==> config.mk <==
export PLATFORM = sky130hd
export DESIGN_NAME = lpmr_mode_regs
export DESIGN_NICKNAME = d
export VERILOG_FILES = /design/src/lpmr_pkg.sv /design/src/lpmr_mode_regs.sv /design/src/lpmr_wreg.sv
export SDC_FILE = /design/constraint.sdc
export NUM_CORES = 1
export LEC_CHECK = 0
export CORE_UTILIZATION = 40
export CTS_CLUSTER_DIAMETER = 50
export DETAILED_ROUTE_END_ITERATION = 12
export DONT_BUFFER_PORTS = 1
export PLACE_DENSITY = 0.63
export SLEW_MARGIN = 10
export SYNTH_ARGS = -nofsm -noshare
export SYNTH_HDL_FRONTEND = slang
export SYNTH_HIERARCHICAL = 1
export SYNTH_SLANG_ARGS = --single-unit
export TNS_END_PERCENT = 30
==> constraint.sdc <==
create_clock -name ref_clk -period 2.2 [get_ports ref_clk]
set_clock_uncertainty 0.1 [all_clocks]
set_input_delay 0 -clock ref_clk [delete_from_list [all_inputs] [get_ports ref_clk]]
set_output_delay 0 -clock ref_clk [all_outputs]
set_load 0.05 [all_outputs]
==> src/lpmr_pkg.sv <==
package lpmr_pkg;

    // Mode addresses
    localparam logic [7:0] MA_DEVICE_INFO   = 8'h00;
    localparam logic [7:0] MA_BURST_SETUP   = 8'h01;
    localparam logic [7:0] MA_LATENCY_SETUP = 8'h02;
    localparam logic [7:0] MA_IO_CONFIG_ONE = 8'h03;
    localparam logic [7:0] MA_REFRESH_STAT  = 8'h04;
    localparam logic [7:0] MA_MAKER_CODE    = 8'h05;
    localparam logic [7:0] MA_REVISION_ONE  = 8'h06;
    localparam logic [7:0] MA_REVISION_TWO  = 8'h07;
    localparam logic [7:0] MA_GEOMETRY      = 8'h08;
    localparam logic [7:0] MA_VENDOR_TEST   = 8'h09;
    localparam logic [7:0] MA_IMP_CAL_CMD   = 8'h0a;
    localparam logic [7:0] MA_BANK_MASK     = 8'h10;
    localparam logic [7:0] MA_SEGMENT_MASK  = 8'h11;
    localparam logic [7:0] MA_CAL_PATTERN_A = 8'h20;
    localparam logic [7:0] MA_CAL_PATTERN_B = 8'h28;
    localparam logic [7:0] MA_SOFT_RESET    = 8'h3f;

    // Write-only register slots, index order of the settings array
    localparam int         WO_COUNT = 7;
    localparam logic [WO_COUNT*8-1:0] WO_ADDRS = {
        MA_SEGMENT_MASK, MA_BANK_MASK, MA_IMP_CAL_CMD, MA_VENDOR_TEST,
        MA_IO_CONFIG_ONE, MA_LATENCY_SETUP, MA_BURST_SETUP};
    localparam logic [WO_COUNT*8-1:0] WO_RESETS = {
        8'h00, 8'h00, 8'h00, 8'h00, 8'h00, 8'h01, 8'h22};

    // Device information field positions
    localparam int DI_AUTO_INIT_BIT   = 0;
    localparam int DI_KIND_BIT        = 1;
    localparam int DI_INVALID_BIT     = 2;
    localparam int DI_SELFTEST_LSB    = 3;

    // Refresh status field positions
    localparam int RS_TEMP_FLAG_BIT   = 7;

    // Self-test result codes
    localparam logic [1:0] ST_NOT_RUN    = 2'h0;
    localparam logic [1:0] ST_TIED_VDD   = 2'h1;
    localparam logic [1:0] ST_SHORT_GND  = 2'h2;
    localparam logic [1:0] ST_RESISTOR   = 2'h3;

    // Calibration code that marks the initialization calibration
    localparam logic [7:0] IMP_CAL_INIT_CODE = 8'hff;

    // Auto-initialization longest duration
    localparam int CLK_PERIOD_NS   = 100;
    localparam int AUTO_INIT_MAX_NS = 10000;
    localparam int AUTO_INIT_CYC   = (AUTO_INIT_MAX_NS / CLK_PERIOD_NS < 1) ? 1
                                   : AUTO_INIT_MAX_NS / CLK_PERIOD_NS;
    localparam int BURST_BEATS_DEF = 4;

    // Command from the controller
    typedef struct packed {
        logic       valid;
        logic       write;
        logic [7:0] addr;
        logic [7:0] wdata;
    } lpmr_cmd_t;

    // Read answer toward the controller
    typedef struct packed {
        logic       valid;
        logic       strobe;
        logic       undefined;
        logic [7:0] data;
    } lpmr_rsp_t;

    // Stored write-only settings
    typedef struct packed {
        logic [7:0] segment_mask;
        logic [7:0] bank_mask;
        logic [7:0] imp_cal_code;
        logic [7:0] vendor_test;
        logic [7:0] io_config_one;
        logic [7:0] latency_setup;
        logic [7:0] burst_setup;
    } lpmr_settings_t;

endpackage : lpmr_pkg

==> src/lpmr_mode_regs.sv <==
`timescale 1ns/1ps
// Overview of operation
// - Read command returns a register, write command updates one.
// - Read-only answers reads, write-only takes writes.
// - Decode 00h-0Ah, 10h/11h and 3Fh to their documented functions.
// - Calibration pattern A at 20h and pattern B at 28h, read-only.
// - Reserved bits of read data return zero.
// - Reads of write-only or reserved registers toggle strobe, data undefined.
// - Writes to read-only registers change nothing.
// - Bit 0 shows auto-init running; bit 1 shows memory kind.
// - Self-test field bits 4:3 updates when initialization calibration write completes.
// - Pin tied to core supply reports self-test result 01.
// - Result 01 or 10 selects factory trim, later calibrations ignored.
// - Result 11 means a resistor was detected on the pin.
// - After reset command, auto-init bit clears within the longest duration.
module lpmr_mode_regs #(
    parameter int         BURST_BEATS     = lpmr_pkg::BURST_BEATS_DEF,
    parameter logic       SELFTEST_EXISTS = 1'b1,
    parameter logic       MEMORY_KIND     = 1'b0,
    parameter logic [7:0] MAKER_CODE      = 8'h5a,  // Arbitrary value
    parameter logic [7:0] REVISION_ONE    = 8'h01,  // Arbitrary value
    parameter logic [7:0] REVISION_TWO    = 8'h00,  // Arbitrary value
    parameter logic [7:0] GEOMETRY        = 8'h00,
    parameter logic [7:0] CAL_PATTERN_A   = 8'h00,
    parameter logic [7:0] CAL_PATTERN_B   = 8'h00
) (
    // Clock and reset
    input  wire logic                     ref_clk,
    input  wire logic                     rst,
    // Mode register command
    input  wire lpmr_pkg::lpmr_cmd_t      cmd,
    output logic                          cmd_ready,
    // Read answer
    output lpmr_pkg::lpmr_rsp_t           rsp,
    // Impedance pin sense
    input  wire logic                     zq_tied_vdd,
    input  wire logic                     zq_short_gnd,
    input  wire logic                     zq_resistor_seen,
    // Refresh status inputs
    input  wire logic                     temp_update_flag,
    input  wire logic [2:0]               refresh_rate,
    // Device side effects
    output lpmr_pkg::lpmr_settings_t      settings,
    output logic                          auto_init_status,
    output logic                          factory_trim,
    output logic                          imp_cal_start
);

    // Parameter check
    if (BURST_BEATS < 1 || BURST_BEATS > 255)
    begin : g_bad_beats
        $error("BURST_BEATS must lie in 1..255");
    end

    // Init counter must hold the longest auto-init count
    if (lpmr_pkg::AUTO_INIT_CYC > 256)
    begin : g_bad_init
        $error("AUTO_INIT_CYC exceeds the 8-bit init counter");
    end

    // Settings carrier must match the write-only slot count
    if ($bits(lpmr_pkg::lpmr_settings_t) != 8 * lpmr_pkg::WO_COUNT)
    begin : g_bad_slots
        $error("Settings carrier width differs from the slot count");
    end

    typedef enum logic [1:0] {
        ST_IDLE  = 2'b01,
        ST_BURST = 2'b10
    } lpmr_state_t;

    localparam int WO_COUNT_L = lpmr_pkg::WO_COUNT;

    lpmr_state_t  state_reg;
    lpmr_state_t  state_next;
    logic [7:0]   beat_reg;
    logic         strobe_reg;
    logic         undef_reg;
    logic [7:0]   data_reg;
    logic [7:0]   init_cnt_reg;
    logic         init_busy_reg;
    logic [1:0]   selftest_reg;
    logic [1:0]   selftest_next;
    logic         trim_reg;
    logic         cal_start_reg;
    logic         rd_take;
    logic         wr_take;
    logic         soft_reset;
    logic         cal_write;
    logic         cal_init_write;
    logic [8*WO_COUNT_L-1:0] wo_vals;
    logic [7:0]   rd_value;
    logic         rd_defined;
    logic [7:0]   dev_info;
    logic [7:0]   refresh_status;

    // Command acceptance
    assign cmd_ready = (state_reg == ST_IDLE);
    assign rd_take   = cmd.valid && cmd_ready && !cmd.write;
    assign wr_take   = cmd.valid && cmd_ready && cmd.write;

    assign soft_reset     = wr_take && (cmd.addr == lpmr_pkg::MA_SOFT_RESET);
    assign cal_write      = wr_take && (cmd.addr == lpmr_pkg::MA_IMP_CAL_CMD);
    assign cal_init_write = cal_write && (cmd.wdata == lpmr_pkg::IMP_CAL_INIT_CODE);

    // Write-only register slots
    // write stores
    for (genvar i = 0; i < WO_COUNT_L; i++)
    begin : g_wo
        lpmr_wreg #(
            .ADDR      (lpmr_pkg::WO_ADDRS[8*i +: 8]),
            .RESET_VAL (lpmr_pkg::WO_RESETS[8*i +: 8])
        ) u_wreg (
            .ref_clk (ref_clk),
            .rst     (rst),
            .clear   (soft_reset),
            .wr_en   (wr_take),
            .wr_addr (cmd.addr),
            .wr_data (cmd.wdata),
            .value   (wo_vals[8*i +: 8]),
            .hit     ()
        );
    end

    // Settings view for the rest of the device
    assign settings = lpmr_pkg::lpmr_settings_t'(wo_vals);

    // Device information assembly
    // reserved zero
    always_comb
    begin
        dev_info = 8'h00;
        dev_info[lpmr_pkg::DI_AUTO_INIT_BIT] = init_busy_reg;
        dev_info[lpmr_pkg::DI_KIND_BIT]      = MEMORY_KIND;
        dev_info[lpmr_pkg::DI_INVALID_BIT]   = 1'b0;
        dev_info[lpmr_pkg::DI_SELFTEST_LSB +: 2] = selftest_reg;
    end

    // Refresh status assembly
    // reserved zero
    always_comb
    begin
        refresh_status = 8'h00;
        refresh_status[lpmr_pkg::RS_TEMP_FLAG_BIT] = temp_update_flag;
        refresh_status[2:0] = refresh_rate;
    end

    // Read decode
    // read-only reads
    always_comb
    begin
        rd_value   = 8'h00;
        rd_defined = 1'b1;
        case (cmd.addr)
            lpmr_pkg::MA_DEVICE_INFO:   rd_value = dev_info;
            lpmr_pkg::MA_REFRESH_STAT:  rd_value = refresh_status;
            lpmr_pkg::MA_MAKER_CODE:    rd_value = MAKER_CODE;
            lpmr_pkg::MA_REVISION_ONE:  rd_value = REVISION_ONE;
            lpmr_pkg::MA_REVISION_TWO:  rd_value = REVISION_TWO;
            lpmr_pkg::MA_GEOMETRY:      rd_value = GEOMETRY;
            lpmr_pkg::MA_CAL_PATTERN_A: rd_value = CAL_PATTERN_A;
            lpmr_pkg::MA_CAL_PATTERN_B: rd_value = CAL_PATTERN_B;
            default:                    rd_defined = 1'b0;
        endcase
    end

    // Burst state sequencing
    always_comb
    begin
        state_next = state_reg;
        case (state_reg)
            ST_IDLE:
            begin
                if (rd_take)
                begin
                    state_next = ST_BURST;
                end
            end
            ST_BURST:
            begin
                if (beat_reg == 8'(BURST_BEATS - 1))
                begin
                    state_next = ST_IDLE;
                end
            end
            default: state_next = ST_IDLE;
        endcase
    end

    always_ff @(posedge ref_clk)
    begin
        if (rst)
        begin
            state_reg <= ST_IDLE;
        end
        else
        begin
            state_reg <= state_next;
        end
    end

    // Beat counter and strobe
    // strobe toggles every beat
    always_ff @(posedge ref_clk)
    begin
        if (rst)
        begin
            beat_reg   <= 8'h00;
            strobe_reg <= 1'b0;
        end
        else if (rd_take)
        begin
            beat_reg   <= 8'h00;
            strobe_reg <= 1'b1;
        end
        else if (state_reg == ST_BURST)
        begin
            beat_reg   <= beat_reg + 8'h01;
            strobe_reg <= (state_next == ST_BURST) ? ~strobe_reg : 1'b0;
        end
    end

    // Read data capture, held through the burst
    // read returns contents
    always_ff @(posedge ref_clk)
    begin
        if (rst)
        begin
            data_reg  <= 8'h00;
            undef_reg <= 1'b0;
        end
        else if (rd_take)
        begin
            data_reg  <= rd_value;
            undef_reg <= ~rd_defined;
        end
    end

    assign rsp.valid     = (state_reg == ST_BURST);
    assign rsp.strobe    = strobe_reg;
    assign rsp.undefined = undef_reg;
    assign rsp.data      = data_reg;

    // Auto-initialization timer
    // bounded auto-init
    always_ff @(posedge ref_clk)
    begin
        if (rst)
        begin
            init_busy_reg <= 1'b1;
            init_cnt_reg  <= 8'h00;
        end
        else if (soft_reset)
        begin
            init_busy_reg <= 1'b1;
            init_cnt_reg  <= 8'h00;
        end
        else if (init_busy_reg)
        begin
            init_cnt_reg <= init_cnt_reg + 8'h01;
            if (init_cnt_reg == 8'(lpmr_pkg::AUTO_INIT_CYC - 1))
            begin
                init_busy_reg <= 1'b0;
            end
        end
    end

    assign auto_init_status = init_busy_reg;

    // Self-test outcome from the pin sense
    // tied pin
    always_comb
    begin
        if (zq_tied_vdd)
        begin
            selftest_next = lpmr_pkg::ST_TIED_VDD;
        end
        else if (zq_short_gnd)
        begin
            selftest_next = lpmr_pkg::ST_SHORT_GND;
        end
        else if (zq_resistor_seen)
        begin
            selftest_next = lpmr_pkg::ST_RESISTOR;
        end
        else
        begin
            selftest_next = lpmr_pkg::ST_TIED_VDD;
        end
    end

    // Self-test result and trim latch
    // update on init calibration
    always_ff @(posedge ref_clk)
    begin
        if (rst || soft_reset)
        begin
            selftest_reg <= lpmr_pkg::ST_NOT_RUN;
            trim_reg     <= 1'b0;
        end
        else if (cal_init_write && SELFTEST_EXISTS && !trim_reg)
        begin
            selftest_reg <= selftest_next;
            trim_reg     <= (selftest_next == lpmr_pkg::ST_TIED_VDD)
                         || (selftest_next == lpmr_pkg::ST_SHORT_GND);
        end
    end

    assign factory_trim = trim_reg;

    // Calibration start pulse
    // ignore calibration
    always_ff @(posedge ref_clk)
    begin
        if (rst)
        begin
            cal_start_reg <= 1'b0;
        end
        else if (cal_init_write && SELFTEST_EXISTS && !trim_reg)
        begin
            cal_start_reg <= (selftest_next == lpmr_pkg::ST_RESISTOR);
        end
        else
        begin
            cal_start_reg <= cal_write && !trim_reg;
        end
    end

    assign imp_cal_start = cal_start_reg;

    // Writes to read-only and reserved addresses fall through every decode above
    // read-only writes ignored

endmodule : lpmr_mode_regs

==> src/lpmr_wreg.sv <==
`timescale 1ns/1ps
module lpmr_wreg #(
    parameter logic [7:0] ADDR      = 8'h00,
    parameter logic [7:0] RESET_VAL = 8'h00
) (
    // Clock and reset
    input  wire logic       ref_clk,
    input  wire logic       rst,
    // Clear from the reset command
    input  wire logic       clear,
    // Write port
    input  wire logic       wr_en,
    input  wire logic [7:0] wr_addr,
    input  wire logic [7:0] wr_data,
    // Stored value and hit flag
    output logic      [7:0] value,
    output logic            hit
);

    logic [7:0] value_reg;

    // Address match
    assign hit   = (wr_addr == ADDR);
    assign value = value_reg;

    // Store on a matching write, default on reset or clear
    always_ff @(posedge ref_clk)
    begin
        if (rst || clear)
        begin
            value_reg <= RESET_VAL;
        end
        else if (wr_en && hit)
        begin
            value_reg <= wr_data;
        end
    end

endmodule : lpmr_wreg
# --- Word-level counts from Yosys, hierarchy flattened ---
# Cells that the tools add are included.
totals:
  register_bits: 89
  inputBits: 27
  out_inout_bits: 71
  elab_cells: 82
classes:
  n_addsub: 2
  n_eq_ne: 24
  muxes: 14
  bitwise: 2
  reduce_logical: 23
op_table:
  columns: ["cell", "n"]
  rows:
  - ["$eq 8x3->1 const B", 4]
  - ["$pmux 8 s4", 1]
  - ["$eq 8x2->1 const B", 3]
  - ["$eq 8x4->1 const B", 3]
  - ["$eq 8x6->1 const B", 3]
  - ["$add 8x1->8 const B", 2]
  - ["$eq 8x5->1 const B", 2]
  - ["$logic_and 1x1->1", 14]
  - ["$mux 2", 5]
  - ["$eq 2x2->1 const B", 4]
  - ["$eq 8x1->1 const B", 1]
  - ["$eq 8x7->1 const B", 1]
  - ["$eq 8x8->1 const B", 1]
  - ["$logic_not 8->1", 1]
  - ["$reduce_or 8->1", 1]
  - ["$mux 1", 7]
  - ["$eq 2x1->1 const B", 2]
  - ["$pmux 2 s2", 1]
  - ["$reduce_or 2->1", 2]
  - ["$logic_not 1->1", 2]
  - ["$logic_or 1x1->1", 2]
  - ["$not 1->1", 2]
  - ["$reduce_bool 2->1", 1]

# --- Depth between registers and ports, before layout ---
depth:
  word_depth: 9
  depth_mapped: 8
  depth_no_buf: 7

# --- By module ---
# Netlist, hierarchy kept.
modules_own_cells:
  columns: ["mod", "n_inst", "cells_per_inst", "area_each_um2", "seq_area_each_um2"]
  rows:
  - ["lpmr_mode_regs", 1, 182, 1549.0, 640.6]
  - ["lpmr_wreg at g_wo[2].u_wreg ...", 2, 44, 421.7, 160.2]
  - ["lpmr_wreg at g_wo[3].u_wreg ...", 2, 43, 419.2, 160.2]
  - ["lpmr_wreg at g_wo[5].u_wreg", 1, 43, 431.7, 160.2]
  - ["lpmr_wreg at g_wo[1].u_wreg", 1, 42, 412.9, 160.2]
  - ["lpmr_wreg at g_wo[0].u_wreg", 1, 43, 387.9, 160.2]

# --- Least setup slack after synthesis ---
# OpenSTA, ideal clock, no wires.
synth_path:
  path_type: "reg-to-reg"
  startpoint: "register state_reg[0]"
  endpoint: "register trim_reg, in the netlist factory_trim"
  setup_time_ns: 0.128
  t_arrival_ns: 2.189
  t_required_ns: 1.972
  slack_ns: -0.217
  path_stages_with_launch: 7
  n_path_buf: 1
  period_less_slack_ns: 2.417
  cell_sequence: "dfxtp_1 ha_1 nand3_1 nor3_1 or2_2 clkbuf_1 nor2_1"
synth_via:
  elab_cells_between_ends: 8
  classes_between: "1 x eq/ne; 7 x reduce/logical"
synth_lines:
  columns: ["element", "line_no", "source"]
  rows:
  - ["from (decl)", "lpmr_mode_regs.sv:74", "lpmr_state_t state_reg;"]
  - ["from (signal assigned)", "lpmr_mode_regs.sv:198", "state_reg <= state_next;"]
  - ["$eq 2x1->1", "lpmr_mode_regs.sv:98", "assign cmd_ready = (state_reg == ST_IDLE);"]
  - ["named net cmd_ready", "lpmr_mode_regs.sv:32", "output logic cmd_ready,"]
  - ["$logic_and 1x1->1 (2 in series)", "lpmr_mode_regs.sv:100", "assign wr_take = cmd.valid && cmd_ready && cmd.write;"]
  - ["$logic_and 1x1->1", "lpmr_mode_regs.sv:102", "assign soft_reset = wr_take && (cmd.addr == lpmr_pkg::MA_SOFT_RESET);"]
  - ["named net soft_reset", "lpmr_mode_regs.sv:88", "logic soft_reset;"]
  - ["$logic_or 1x1->1", "lpmr_mode_regs.sv:296", "if (rst || soft_reset)"]
  - ["to (signal assigned)", "lpmr_mode_regs.sv:304", "trim_reg <= (selftest_next == lpmr_pkg::ST_TIED_VDD)"]
  - ["to (decl)", "lpmr_mode_regs.sv:84", "logic trim_reg;"]
# The timed path passes the listed nets, and every way through them passes these cells.
# A chain may end at the register's enable or synchronous reset.

# --- Worst setup path after layout ---
layout_path:
  startpoint: "input port cmd[13] (netlist bit)"
  endpoint: "register data_reg[7]"
layout_via:
  elab_chain_cells: 2
  elab_cells_between_ends: 5
  classes_between: "3 x eq/ne; 1 x mux; 1 x reduce/logical"
layout_lines:
  columns: ["element", "line_no", "source"]
  rows:
  - ["from (decl)", "lpmr_mode_regs.sv:31", "input wire lpmr_pkg::lpmr_cmd_t cmd,"]
  - ["$eq 8x3->1 / $logic_not 8->1 (equally long branches)", "lpmr_mode_regs.sv:154", "case (cmd.addr)"]
  - ["$pmux 8 s4 (*)", "lpmr_mode_regs.sv:154", null]
  - ["to (signal assigned)", "lpmr_mode_regs.sv:234", "data_reg <= rd_value;"]
  - ["to (decl)", "lpmr_mode_regs.sv:79", "logic [7:0] data_reg;"]
# Mark *: on every way between the ends. The rest lies on a longest branch, timed or not.

==> results.ini <==
[setup_path]
critPathKind=in2reg
rr_endpoint=data_reg[7]$_SDFFE_PP0P_
reg2reg_from=state_reg[1]$_SDFF_PP0_
r2r_setup_slack_ns=0.04
cp_max_fo=12
crit_path_start_kind=primary input
worstRegToRegCells=6
cp-end-kind=flop
cp.required_ns=2.41
cp.arrival_ns=2.42

[routing]
ant_nets=0
wl_per_cell_um=20.6
routed_wl_um=13300
drc=0
vias_per_cell=6.41
drtIter0Drc=373
vias=4135
first_pass_iters=5

[die]
std_cell_rows=38
dieWidth_um=107
ios=98
core_area_mm2=0.0108
die_h_um=107
initial_core_util=0.409
die_area_mm2=0.0115

[timing]
fmax_ghz=0.453
worst_slack_ns=-0.00656
holdWs_ns=0.0244
finalSetupViolations=2
finalCriticalPeriod_ns=2.21
max_slew_margin=0.357
hold_violations=0
drv_slew=0
fin_crit_sh=1.00
tightest_slew_ns=0.964

[layout]
areaGrowthSynthToFinish_pct=15.6
fin_util=0.473
fillCellCount=1012
drive_gt1_frac=0.133
stdcell_count=645
antenna_cells=0
largest_reg_flops=56
nets=532

[pwr]
vdd_ir_drop_max_mv=0.531
netSwitchingFraction=0.311
pwr-share-clk=0.330
switching_power_mw=1.05
p_leak_nw=1.56
intPower_mw=2.33
pwr-share-seq=0.495
pwr-share-comb=0.175
fin_total_pwr_mw=3.38
power_density_mw_per_mm2=659

[clock_network]
cts_tree=done
cts.sinks=88
h-tree-depth=3
clkTransAtPathRegs_ns=0.09
cts_buffer_depth=2
clk_latency_ns=0.36
cts_buffers=9
cts_root_buffer=clkbuf_8
postCtsSetupRepairBufs=0

[placed_design]
finalWeightedCongestion=0.835
dp_slack_ns=0.137
io_buffers=0
dp_cells=594
hpwl_um=8100

[run_status]
violations=setup timing
status=finished, violations left

[min_path]
holdPathEnd=g_wo[5].u_wreg/value[6]$_SDFFE_PP0P_
hold_path_class=in2reg
hold_depth=3
hold_start=cmd[11]

[global_routing]
grt_pass1_vias=4009
grt_max_degree=52
grtUsageTotal=0.235
antenna_found_initial=0
grt_pass1_wl_um=21000
grt_overflow_total=0

[synth]
syn_area_mm2=0.00444
syn_nets=509
avgSynthCellArea_um2=9.30
synthCells=477
yosysWarnings=6

[run]
maxCapViolCount=0

placed cells by master (no fill, tap or decap), types with 6 or more instances in the layout:
master	n
clkinvlp_4	6
xor2_1	9
o21ai_0	10
nand3_1	6
or4_4	6
a21oi_1	13
dfxtp_1	87
o31ai_1	53
dlygate4sd3_1	33
clkbuf_8	9
a21boi_1	7
nor2_1	30
nand2_1	14
a31oi_1	6
nand4_1	62
inv_1	9
nor4b_2	6
buf_4	18
a211oi_1	40
area by class of cell:
type | instances | area, um^2 | share of cell area
clock buffers | 9 | 124 | 0.0242
clock inverters | 7 | 72.6 | 0.0141
well taps | 140 | 175 | 0.0342
inverters | 11 | 45.0 | 0.00878
multi-input cells | 336 | 2430 | 0.474
flip-flops and latches | 88 | 1760 | 0.344
repair buffers | 54 | 518 | 0.101
power by group through the flow:
stage          Clock [mW]  Sequential, mW  Combinational, mW
2_1_floorplan           0            1.68              0.392
3_3_place_gp            0            1.71              0.419
3_5_place_dp            0            1.71              0.434
4_1_cts              1.15            1.67              0.564
5_1_grt              1.20            1.68              0.637
6_report             1.11            1.67              0.591
stage by stage:
| step | TNS (ns) | cell area, um^2 |
|---|---|---|
| finish | -0.0119 | 5130 |
| CTS | 0 | 5100 |
| detailed placement | 0 | 4560 |
| global placement | 0 | 4560 |
| global route | -0.0375 | 5130 |
| floorplan | 0 | 4440 |
worst max-delay path by stage:
stage,slack [ns],end,startpoint
5_1_grt,-0.02,data_reg[7]$_SDFFE_PP0P_,cmd[13]
4_1_cts,0.13,data_reg[2]$_SDFFE_PP0P_,cmd[13]
6_report,-0.007,data_reg[7]$_SDFFE_PP0P_,cmd[13]
2_1_floorplan,0.01,data_reg[2]$_SDFFE_PP0P_,state_reg[0]$_SDFF_PP1_
3_3_place_gp,0.19,data_reg[2]$_SDFFE_PP0P_,state_reg[0]$_SDFF_PP1_
3_5_place_dp,0.14,data_reg[2]$_SDFFE_PP0P_,state_reg[0]$_SDFF_PP1_
repair_timing:
item,4_1_cts,5_1_grt
resized for setup,0,4
hold buffers,33,4
endpoints found under the hold margin,88,18
endpoints found under the setup margin,0,18
per-layer routing:
metal  share of wire  GRT usage
met5               0          0
met4           0.024     0.0949
met3            0.10     0.0872
met2            0.45      0.360
met1            0.42      0.296
worst max-delay path: stages:
cell	delay (ns)
dlygate4sd3_1	0.79
or4_4	0.64
or4_4	0.53
nor3b_2	0.29
a22o_1	0.17
Power figures use the tool's default switching activity.
